[src/design/asw_pkg.sv]
package asw_pkg;
    // register offsets as seen by the serial port
    localparam logic [7:0] OFS_CAUTION = 8'h26;
    localparam logic [7:0] OFS_TEMP = 8'h28;
    localparam logic [7:0] OFS_FIELD = 8'h2a;
    localparam logic [7:0] OFS_TURNS = 8'h2c;

    // hard-coded register identifiers
    localparam logic [3:0] ID_CAUTION = 4'hb;
    localparam logic [3:0] ID_TEMP = 4'hf;
    localparam logic [3:0] ID_FIELD = 4'he;
    localparam logic [2:0] ID_TURNS = 3'h6;

    // caution flag bit positions
    localparam int B_IFACE = 11;
    localparam int B_CRC = 10;
    localparam int B_ZERO = 9;
    localparam int B_RATE = 8;
    localparam int B_EXT = 7;
    localparam int B_TEMP = 6;
    localparam int B_EE = 5;
    localparam int B_CLIP = 4;
    localparam int B_ROT = 3;
    localparam int B_BUSY = 2;
    localparam int B_FIELD = 1;
    localparam int B_OVF = 0;
    localparam int FLAG_W = 16;
    localparam logic [15:0] FLAGS_RST = 16'h0000;
    localparam logic [15:0] KEEP_OVF = 16'hfffe;

    // temperature, 1/8 degree steps around 25 C
    localparam int TEMP_MIN_C = -60;
    localparam int TEMP_MAX_C = 180;
    localparam int TEMP_OFS_C = 25;
    localparam int TEMP_STEPS_PER_C = 8;
    localparam logic signed [13:0] TEMP_LO =
        14'((TEMP_MIN_C - TEMP_OFS_C) * TEMP_STEPS_PER_C);
    localparam logic signed [13:0] TEMP_HI =
        14'((TEMP_MAX_C - TEMP_OFS_C) * TEMP_STEPS_PER_C);

    // low-power rotation limit, angle full scale 4096
    localparam int ROT_LIMIT_DEG = 135;
    localparam int ANGLE_FULL = 4096;
    localparam logic [11:0] ROT_LIMIT =
        12'(ROT_LIMIT_DEG * ANGLE_FULL / 360);

    // field refresh period
    localparam int CLK_PERIOD_NS = 25;
    localparam int FIELD_PERIOD_US = 128;
    localparam int FIELD_PERIOD_CYC =
        FIELD_PERIOD_US * 1000 / CLK_PERIOD_NS;

    // turns counter limits in both resolutions
    localparam logic signed [11:0] TURN_MAX_HALF = 12'sd511;
    localparam logic signed [11:0] TURN_MIN_HALF = -12'sd512;
    localparam logic signed [11:0] TURN_MAX_FINE = 12'sd2047;
    localparam logic signed [11:0] TURN_MIN_FINE = -12'sd2048;

    localparam int SPI_FRAME_BITS = 16;
    localparam logic [15:0] RD_UNMAPPED = 16'h0000;

    typedef logic [15:0] asw_word_t;
endpackage

[src/design/asw_flag_if.sv]
`timescale 1ns/1ps
interface asw_flag_if;
    logic [15:0] setVec;
    logic [15:0] clrVec;
    logic [15:0] flags;
    modport owner (input setVec, input clrVec, output flags);
    modport user (output setVec, output clrVec, input flags);
endinterface

[src/design/asw_flag_bank.sv]
`timescale 1ns/1ps
module asw_flag_bank
    import asw_pkg::*;
#(
    parameter int W = FLAG_W
)
(
    // clock and reset
    input wire logic mclk,
    input wire logic rst,
    // flag control
    asw_flag_if.owner fi
);
    genvar i;
    generate
        for (i = 0; i < W; i++)
        begin : g_flag
            always_ff @(posedge mclk)
            begin
                if (rst)
                    fi.flags[i] <= FLAGS_RST[i];
                // set beats clear so no event is lost
                else if (fi.setVec[i])
                    fi.flags[i] <= 1'b1;
                else if (fi.clrVec[i])
                    fi.flags[i] <= 1'b0;
            end
        end
    endgenerate

    AST_SET_LATCHES: assert property (@(posedge mclk) disable iff (rst)
        (fi.setVec != 16'h0000) |=>
        ((fi.flags & $past(fi.setVec)) == $past(fi.setVec)))
        else $error("set event did not latch its flag");

    AST_HOLD_FLAGS: assert property (@(posedge mclk) disable iff (rst)
        1'b1 |=> (($past(fi.flags) & ~$past(fi.clrVec) & ~fi.flags)
        == 16'h0000))
        else $error("flag dropped without a clear");
endmodule

[src/design/asw_status_regs.sv]
`timescale 1ns/1ps
module asw_status_regs
    import asw_pkg::*;
#(
    parameter int FIELD_CYC = FIELD_PERIOD_CYC,
    parameter int FRAME_BITS = SPI_FRAME_BITS
)
(
    // clock and reset
    input wire logic mclk,
    input wire logic rst,
    // register read port
    input wire logic rdReq,
    input wire logic [7:0] rdAddr,
    output logic [15:0] rdData_q,
    output logic rdValid_q,
    // explicit flag clear and turns reset command
    input wire logic clrReq,
    input wire logic [15:0] clrMask,
    input wire logic turnReset,
    // spi framing
    input wire logic spiPktDone,
    input wire logic [5:0] spiBitCnt,
    input wire logic spiMosiMsb,
    input wire logic spiCrcOk,
    input wire logic spiCrcCheckEn,
    input wire logic manchesterErr,
    output logic spiPktAccept_q,
    // extended access
    input wire logic extStart,
    input wire logic extBusy,
    input wire logic extCmdDone,
    input wire logic extUnlocked,
    input wire logic eepromWrFail,
    // measurements
    input wire logic tempValid,
    input wire logic signed [13:0] tempRaw,
    input wire logic [11:0] fieldIn,
    input wire logic [11:0] strongFieldLimit,
    input wire logic signalClipped,
    input wire logic eeLoadDone,
    input wire logic eeSingleFix,
    // low power rotation check
    input wire logic sleepMode,
    input wire logic awakeValid,
    input wire logic [11:0] awakeAngle,
    // turns counter
    input wire logic turnUp,
    input wire logic turnDn,
    input wire logic turnFine,
    // encoder slew limiting
    input wire logic rateLimitEn,
    input wire logic [7:0] slewPeriod,
    input wire logic [11:0] encTarget,
    output logic [11:0] encPos_q,
    // summaries
    input wire logic [15:0] warnMask,
    input wire logic errUnmasked,
    output logic warnSummary_q,
    output logic errorIndicator_q
);
    asw_flag_if fi ();

    asw_flag_bank #(.W(FLAG_W)) u_flags (
        .mclk(mclk),
        .rst(rst),
        .fi(fi.owner)
    );

    logic frameBad;
    logic crcBad;
    logic extFail;
    logic tempLow;
    logic tempHigh;
    logic rotJump;
    logic fieldTick;
    logic fieldHigh;
    logic turnOvf;
    logic slewTick;
    logic slewNeeded;
    logic [11:0] angDiff;
    logic [11:0] angDist;
    logic signed [11:0] turnMax;
    logic signed [11:0] turnMin;
    logic [11:0] tempWord_q;
    logic [11:0] fieldWord_q;
    logic signed [11:0] turnCnt_q;
    logic [11:0] lastAngle_q;
    logic haveLast_q;
    logic [15:0] fieldCnt_q;
    logic [7:0] slewCnt_q;
    logic [11:0] encGap;

    // bad framing wins over crc: only a well-formed packet is checked
    assign frameBad = spiPktDone &&
        ((spiBitCnt != 6'(FRAME_BITS)) || spiMosiMsb);
    assign crcBad = spiPktDone && !frameBad
        && spiCrcCheckEn && !spiCrcOk;
    assign extFail = extCmdDone && (!extUnlocked || eepromWrFail);
    assign tempLow = tempRaw < TEMP_LO;
    assign tempHigh = tempRaw > TEMP_HI;

    // shortest circular distance between awake samples
    assign angDiff = awakeAngle - lastAngle_q;
    assign angDist = angDiff[11] ? 12'(~angDiff + 12'h001) : angDiff;
    assign rotJump = sleepMode && awakeValid && haveLast_q
        && (angDist > ROT_LIMIT);

    assign fieldTick = (fieldCnt_q == 16'(FIELD_CYC - 1));
    assign fieldHigh = fieldTick && (fieldIn > strongFieldLimit);

    assign turnMax = turnFine ? TURN_MAX_FINE : TURN_MAX_HALF;
    assign turnMin = turnFine ? TURN_MIN_FINE : TURN_MIN_HALF;
    assign turnOvf = !turnReset && ((turnUp && !turnDn && turnCnt_q == turnMax)
        || (turnDn && !turnUp && turnCnt_q == turnMin));

    assign slewTick = (slewCnt_q == 8'h00);
    assign encGap = (encTarget > encPos_q) ? 12'(encTarget - encPos_q)
        : 12'(encPos_q - encTarget);
    assign slewNeeded = rateLimitEn && slewTick && (encGap > 12'h001);

    always_comb
    begin
        fi.setVec = 16'h0000;
        fi.setVec[B_IFACE] = frameBad || manchesterErr;
        fi.setVec[B_CRC] = crcBad;
        fi.setVec[B_ZERO] = 1'b0;
        fi.setVec[B_RATE] = slewNeeded;
        fi.setVec[B_EXT] = extFail;
        fi.setVec[B_TEMP] = tempValid && (tempLow || tempHigh);
        fi.setVec[B_EE] = eeLoadDone && eeSingleFix;
        fi.setVec[B_CLIP] = signalClipped;
        fi.setVec[B_ROT] = rotJump;
        fi.setVec[B_BUSY] = extStart && extBusy;
        fi.setVec[B_FIELD] = fieldHigh;
        fi.setVec[B_OVF] = turnOvf;
    end

    // host clear never reaches the overflow flag
    always_comb
    begin
        fi.clrVec = clrReq ? (clrMask & KEEP_OVF) : 16'h0000;
        fi.clrVec[B_OVF] = turnReset;
    end

    always_ff @(posedge mclk)
    begin
        if (rst)
            spiPktAccept_q <= 1'b0;
        else
            spiPktAccept_q <= spiPktDone && !frameBad && !crcBad;
    end

    // temperature word saturates at the range edges
    always_ff @(posedge mclk)
    begin
        if (rst)
            tempWord_q <= 12'h000;
        else if (tempValid)
        begin
            if (tempLow)
                tempWord_q <= TEMP_LO[11:0];
            else if (tempHigh)
                tempWord_q <= TEMP_HI[11:0];
            else
                tempWord_q <= tempRaw[11:0];
        end
    end

    always_ff @(posedge mclk)
    begin
        if (rst || fieldTick)
            fieldCnt_q <= 16'h0000;
        else
            fieldCnt_q <= fieldCnt_q + 16'h0001;
    end

    always_ff @(posedge mclk)
    begin
        if (rst)
            fieldWord_q <= 12'h000;
        else if (fieldTick)
            fieldWord_q <= fieldIn;
    end

    // previous awake angle forgotten when leaving sleep mode
    always_ff @(posedge mclk)
    begin
        if (rst || !sleepMode)
        begin
            lastAngle_q <= 12'h000;
            haveLast_q <= 1'b0;
        end
        else if (awakeValid)
        begin
            lastAngle_q <= awakeAngle;
            haveLast_q <= 1'b1;
        end
    end

    // counter holds at the limit once overflowed
    always_ff @(posedge mclk)
    begin
        if (rst || turnReset)
            turnCnt_q <= 12'sh000;
        else if (turnUp && !turnDn && turnCnt_q != turnMax)
            turnCnt_q <= turnCnt_q + 12'sh001;
        else if (turnDn && !turnUp && turnCnt_q != turnMin)
            turnCnt_q <= turnCnt_q - 12'sh001;
    end

    always_ff @(posedge mclk)
    begin
        if (rst || slewTick)
            slewCnt_q <= slewPeriod;
        else
            slewCnt_q <= slewCnt_q - 8'h01;
    end

    // limited encoder moves one count per slew period
    always_ff @(posedge mclk)
    begin
        if (rst)
            encPos_q <= 12'h000;
        else if (!rateLimitEn)
            encPos_q <= encTarget;
        else if (slewTick && encTarget > encPos_q)
            encPos_q <= encPos_q + 12'h001;
        else if (slewTick && encTarget < encPos_q)
            encPos_q <= encPos_q - 12'h001;
    end

    function automatic asw_word_t readWord(input logic [7:0] a,
        input logic [15:0] fl);
        logic [14:0] t;
        begin
            t = {ID_TURNS, 12'(turnCnt_q)};
            unique case (a)
                OFS_CAUTION: readWord = {ID_CAUTION, fl[11:0]};
                OFS_TEMP: readWord = {ID_TEMP, tempWord_q};
                OFS_FIELD: readWord = {ID_FIELD, fieldWord_q};
                OFS_TURNS: readWord = {t[14:12], ~^t, t[11:0]};
                default: readWord = RD_UNMAPPED;
            endcase
        end
    endfunction

    // no register writes: the host clears flags through clrReq and clrMask, and the overflow flag only through turnReset
    always_ff @(posedge mclk)
    begin
        if (rst)
        begin
            rdData_q <= 16'h0000;
            rdValid_q <= 1'b0;
        end
        else
        begin
            rdValid_q <= rdReq;
            if (rdReq)
                rdData_q <= readWord(rdAddr, fi.flags);
        end
    end

    always_ff @(posedge mclk)
    begin
        if (rst)
        begin
            warnSummary_q <= 1'b0;
            errorIndicator_q <= 1'b0;
        end
        else
        begin
            warnSummary_q <= |(fi.flags & ~warnMask);
            errorIndicator_q <= errUnmasked
                || |(fi.flags & ~warnMask);
        end
    end

    AST_IFACE_FLAG: assert property (@(posedge mclk) disable iff (rst)
        (spiPktDone && spiMosiMsb) |=> fi.flags[B_IFACE] && !spiPktAccept_q)
        else $error("msb-set packet not discarded and flagged");

    AST_CRC_FLAG: assert property (@(posedge mclk) disable iff (rst)
        (spiPktDone && !spiCrcCheckEn && !spiMosiMsb
        && spiBitCnt == 6'(FRAME_BITS)) |=> spiPktAccept_q)
        else $error("crc checked while check disabled");

    AST_TEMP_CLAMP: assert property (@(posedge mclk) disable iff (rst)
        (tempValid && tempRaw > TEMP_HI) |=>
        (tempWord_q == TEMP_HI[11:0]) && fi.flags[B_TEMP])
        else $error("high temperature not saturated");

    AST_CAUTION_ID: assert property (@(posedge mclk) disable iff (rst)
        (rdReq && rdAddr == OFS_CAUTION) |=> rdValid_q
        && rdData_q[15:12] == 4'hb && rdData_q[9] == 1'b0)
        else $error("caution word id or bit9 wrong");

    AST_TURNS_WORD: assert property (@(posedge mclk) disable iff (rst)
        (rdReq && rdAddr == OFS_TURNS) |=>
        (^rdData_q) && rdData_q[15:13] == 3'h6)
        else $error("turns word parity or id wrong");

    AST_OVF_STICKY: assert property (@(posedge mclk) disable iff (rst)
        (fi.flags[B_OVF] && !turnReset) |=> fi.flags[B_OVF])
        else $error("overflow flag cleared without turns reset");

    AST_FIELD_HIGH: assert property (@(posedge mclk) disable iff (rst)
        fieldHigh |=> fi.flags[B_FIELD] && fieldWord_q == $past(fieldIn))
        else $error("strong field not flagged");

    AST_SUMMARY: assert property (@(posedge mclk) disable iff (rst)
        ((fi.flags & ~warnMask) != 16'h0000) |=> warnSummary_q
        && errorIndicator_q)
        else $error("unmasked caution not summarised");

    AST_BUSY: assert property (@(posedge mclk) disable iff (rst)
        (extStart && extBusy) |=> fi.flags[B_BUSY])
        else $error("extended overrun not flagged");

    COV_OVF: cover property (@(posedge mclk) disable iff (rst)
        turnOvf ##1 turnReset);
    COV_ROT: cover property (@(posedge mclk) disable iff (rst) rotJump);
    COV_CRC: cover property (@(posedge mclk) disable iff (rst) crcBad);
    COV_SLEW: cover property (@(posedge mclk) disable iff (rst)
        slewNeeded ##1 fi.flags[B_RATE]);
endmodule

[config.mk]
export PLATFORM = sky130hd
export DESIGN_NAME = asw_status_regs
export DESIGN_NICKNAME = d
export VERILOG_FILES = /design/src/design/asw_pkg.sv /design/src/design/asw_flag_if.sv /design/src/design/asw_flag_bank.sv /design/src/design/asw_status_regs.sv
export SDC_FILE = /design/constraint.sdc
export NUM_CORES = 1
export LEC_CHECK = 0
export BUFFER_PORTS_ARGS = -buffer_cell sky130_fd_sc_hd__buf_2
export CAP_MARGIN = 40
export CORE_ASPECT_RATIO = 0.8
export CORE_MARGIN = 5
export CORE_UTILIZATION = 45
export CTS_BUF_LIST = sky130_fd_sc_hd__clkbuf_4 sky130_fd_sc_hd__clkbuf_8
export CTS_CLUSTER_DIAMETER = 120
export CTS_CLUSTER_SIZE = 20
export DETAILED_ROUTE_END_ITERATION = 10
export HOLD_SLACK_MARGIN = 0.05
export PLACE_DENSITY = 0.7
export SLEW_MARGIN = 20
export SYNTH_ARGS = -nofsm -noshare
export SYNTH_HDL_FRONTEND = slang
export SYNTH_SLANG_ARGS = --single-unit
[constraint.sdc]
create_clock -name mclk -period 12.7 [get_ports mclk]
set_clock_uncertainty 0.1 [all_clocks]
set_input_delay 2.54 -clock mclk [delete_from_list [all_inputs] [get_ports mclk]]
set_output_delay 2.54 -clock mclk [all_outputs]
set_load 0.02 [all_outputs]
==> metrics.csv <==
stage,metric,value,unit
critical_path,most frequent CP cell,nand2_1,
status,status,"complete, no violations",
clock_network,CTS Hold Buffers Added,0,
floorplanning,Rows,44,
yosys,Avg Inst Size Synth,8.00,um^2
global_route,vias in the first global route,7213,
detailed_routing,drt total wl,22800,um
clock_network,Sinks on Clock Net,116,
run,# Max-Cap Violations,0,
sta,Final Max Tran Viols,0,
global_route,initial antenna violation count,2,
critical_path,CP required,12940,ps
finish,fin cells,1429,
critical_path,Critical-path top delay cell,nand2_1,
floorplanning,Die Width,162,um
sta,Setup-failing EPs final,0,
yosys,"FF+latch count, synth",116,
placement,placed cells,1394,
yosys,register area share after synthesis,0.280,
hold_path,min-delay src,fieldCnt_q[0],
critical_path,CP startpoint kind,input port,
clock_network,post-cts sizing count,0,
power_and_ir_drop,net switching power figure,335,uW
critical_path,Setup crit end kind,register,
sta,min Tclk post-route,6750,ps
sta,Final Hold Violating Endpoints,0,
global_route,first-pass GRT wire length,36600,um
yosys,Main synth FF type,dfxtp_1,
finish,most frequent cells in the layout,"buf_2 (162), nor2_1 (151), dfxtp_1 (116), inv_1 (91), a21oi_1 (80)",
sta,Slew HR,0.422,
global_route,Tot GR Track Use,0.209,
sta,RSZ-0062 raised after global routing,false,
placement,dpl hpwl,17700,um
finish,Area Overhead vs Synth,16.9,%
global_route,largest net degree at the start of global routing,68,
global_route,remaining global-route overflow,0,
yosys,"Net Count, Synth",1261,
finish,"commonest non-fill, non-tap cell in the layout",buf_2,
critical_path,critical-path maximum fanout,13,
sta,Fmax,0.148,GHz
sta,Tcrit/Tclk final,0.531,
power_and_ir_drop,Seq pwr share,0.377,
clock_network,clk slew on worst S/H paths,70,ps
floorplanning,Die H,131,um
hold_path,min-delay worst type,register to register,
detailed_routing,drt pass-1 iters,5,
finish,Nets,1410,
yosys,YS warnings,0,
yosys,"EDFF count, synth",0,
sta,worst-margin pin slew,867,ps
detailed_routing,drt wl/cell,15.9,um
floorplanning,die area,21300,um^2
yosys,"FFs w/ async S/R, synth",0,
detailed_routing,via/cell ratio,5.53,
yosys,synthesized area,8290,um^2
critical_path,worst-path cell chain,buf_2 > inv_1 > ha_1 > inv_1 > fa_1 > a211o_1 > a2111oi_4 > nor3_1 > o21ba_2 > nand2_1 > ha_1 > o21ai_0 > o21ai_0 > nand2_1 > or3_1 > a31oi_1 > xor2_1 > nand2_1 > xnor2_1 > a211oi_1,
critical_path,Crit path largest cell delay,440,ps
placement,Final Wtd Congestion,0.902,
yosys,synth unique cells,77,
critical_path,Worst Setup SP,encTarget[0],
floorplanning,Core Area,18100,um^2
yosys,Post-Syn Instances,1036,
detailed_routing,via count,7899,
critical_path,Worst R2R Start,encPos_q[0],
power_and_ir_drop,Combinational Power Share,0.262,
power_and_ir_drop,Net Sw Frac,0.317,
power_and_ir_drop,Internal,723,uW
clock_network,CTS tree,yes,
finish,layout cell share with drive strength beyond 1,0.184,
clock_network,H-tree Lvls,4,
detailed_routing,Remaining DRCs,0,
clock_network,postcts setup bufs,0,
critical_path,crit path kind,input port to register,
detailed_routing,DRT antenna net count,0,
floorplanning,Initial Utilization,0.458,
critical_path,Critical Path AT,6990,ps
power_and_ir_drop,leakage power,0.00429,uW
power_and_ir_drop,Worst VDD drop,0.0531,mV
clock_network,CTS buffer count,17,
floorplanning,# IOs,174,
sta,final setup TNS,0,ps
clock_network,largest buffer count on any clock path,2,
clock_network,worst-skew pair later-pin latency,430,ps
clock_network,CTS root buf,clkbuf_8,
power_and_ir_drop,Pwr Density,109,nW/um^2
power_and_ir_drop,Clock Power Share,0.362,
placement,I/O Buffers,162,
detailed_routing,drt first-iter violations,599,
[Yosys cell counts (9+ instances only)]
master	count	area, um^2
and3_1	10	62.6
a21o_1	14	105
ha_1	78	976
nand2_1	57	214
clkbuf_1	27	101
a211oi_1	23	173
mux2i_1	43	430
nor2_1	151	567
nor3_1	21	105
nand3b_1	10	75.1
nand2b_1	16	100
nand3_1	18	90.1
inv_1	91	342
xnor2_1	46	403
dfxtp_1	116	2320
o21ai_0	40	200
xor2_1	18	158
a31oi_1	9	56.3
a21oi_1	80	400
a22oi_1	26	195
[worst paths after layout]
check,end,slack (ps),cells past startpoint
setup / recovery,encPos_q[11],5950,20
hold reg to reg,fieldCnt_q[0],360,1
setup reg to reg,encPos_q[11],7650,18
hold / removal,fieldCnt_q[0],360,1
[per-stage QoR]
step	cell area [um^2]	hold WS [ps]	utilization	total power (uW)	worst slack, ps
after floorplan	8290	326	-	605	6280
after global placement	9230	341	0.510	673	5620
after detailed placement	9250	346	0.510	679	5580
after CTS	9680	362	0.535	1070	6010
after global routing	9700	397	0.535	1120	5540
final	9700	362	0.535	1060	5950
[cells by family (layout without fill, tap and decap cells)]
| group | Yosys count | in the layout | synth area share |
|---|---|---|---|
| simple gates | 341 | 341 | 0.197 |
| compound gates | 258 | 258 | 0.208 |
| buf+inv | 130 | 292 | 0.0637 |
| flops | 116 | 116 | 0.280 |
| fa+ha+maj | 83 | 83 | 0.130 |
| xor+xnor | 64 | 64 | 0.0676 |
| mux | 44 | 44 | 0.0533 |
| other cells | 0 | 1 | 0 |
[registers in the layout, indices dropped and copies added, names as in the netlist]
| signal | cells |
|---|---|
| slewCnt_q | 8 |
| fieldWord_q | 12 |
| tempWord_q | 12 |
| rdValid_q | 1 |
| haveLast_q | 1 |
| fieldCnt_q | 16 |
| errorIndicator_q | 1 |
| spiPktAccept_q | 1 |
| warnSummary_q | 1 |
| rdData_q | 16 |
| encPos_q | 12 |
| turnCnt_q | 12 |
| u_flags.fi.flags | 11 |
| lastAngle_q | 12 |
[final cells by class]
class                           instances  area (um^2)
Tap cell                              230          288
Antenna cell                            1         2.50
Timing Repair Buffer                  169          863
Sequential cell                       116         2320
Clock inverter                         13          181
Inverter                               91          342
Multi-Input combinational cell        790         5440
Clock buffer                           19          255
Fill cell                            1760         8420
[power by group through the flow]
stage	combinational (uW)	sequential [uW]	clock, uW
after floorplan	199	406	0
after global placement	267	406	0
after detailed placement	272	406	0
after CTS	275	398	395
after global routing	308	401	412
final	277	399	383
[routing by layer]
| metal | part of all wire | routed length [um] | GRT usage |
|---|---|---|---|
| met2 | 0.44 | 10100 | 0.320 |
| met3 | 0.066 | 1510 | 0.0445 |
| met5 | 0.00066 | 15 | 0 |
| met1 | 0.48 | 10900 | 0.303 |
| met4 | 0.0087 | 197 | 0.0446 |
[critical path, delay by kind of cell]
| kind | cells | cell delay [ps] |
|---|---|---|
| xor+xnor | 2 | 330 |
| buf+inv | 3 | 220 |
| simple gates | 5 | 1110 |
| compound gates | 7 | 1900 |
| fa+ha+maj | 3 | 880 |
Note: power is estimated with default switching activity, not from simulation.
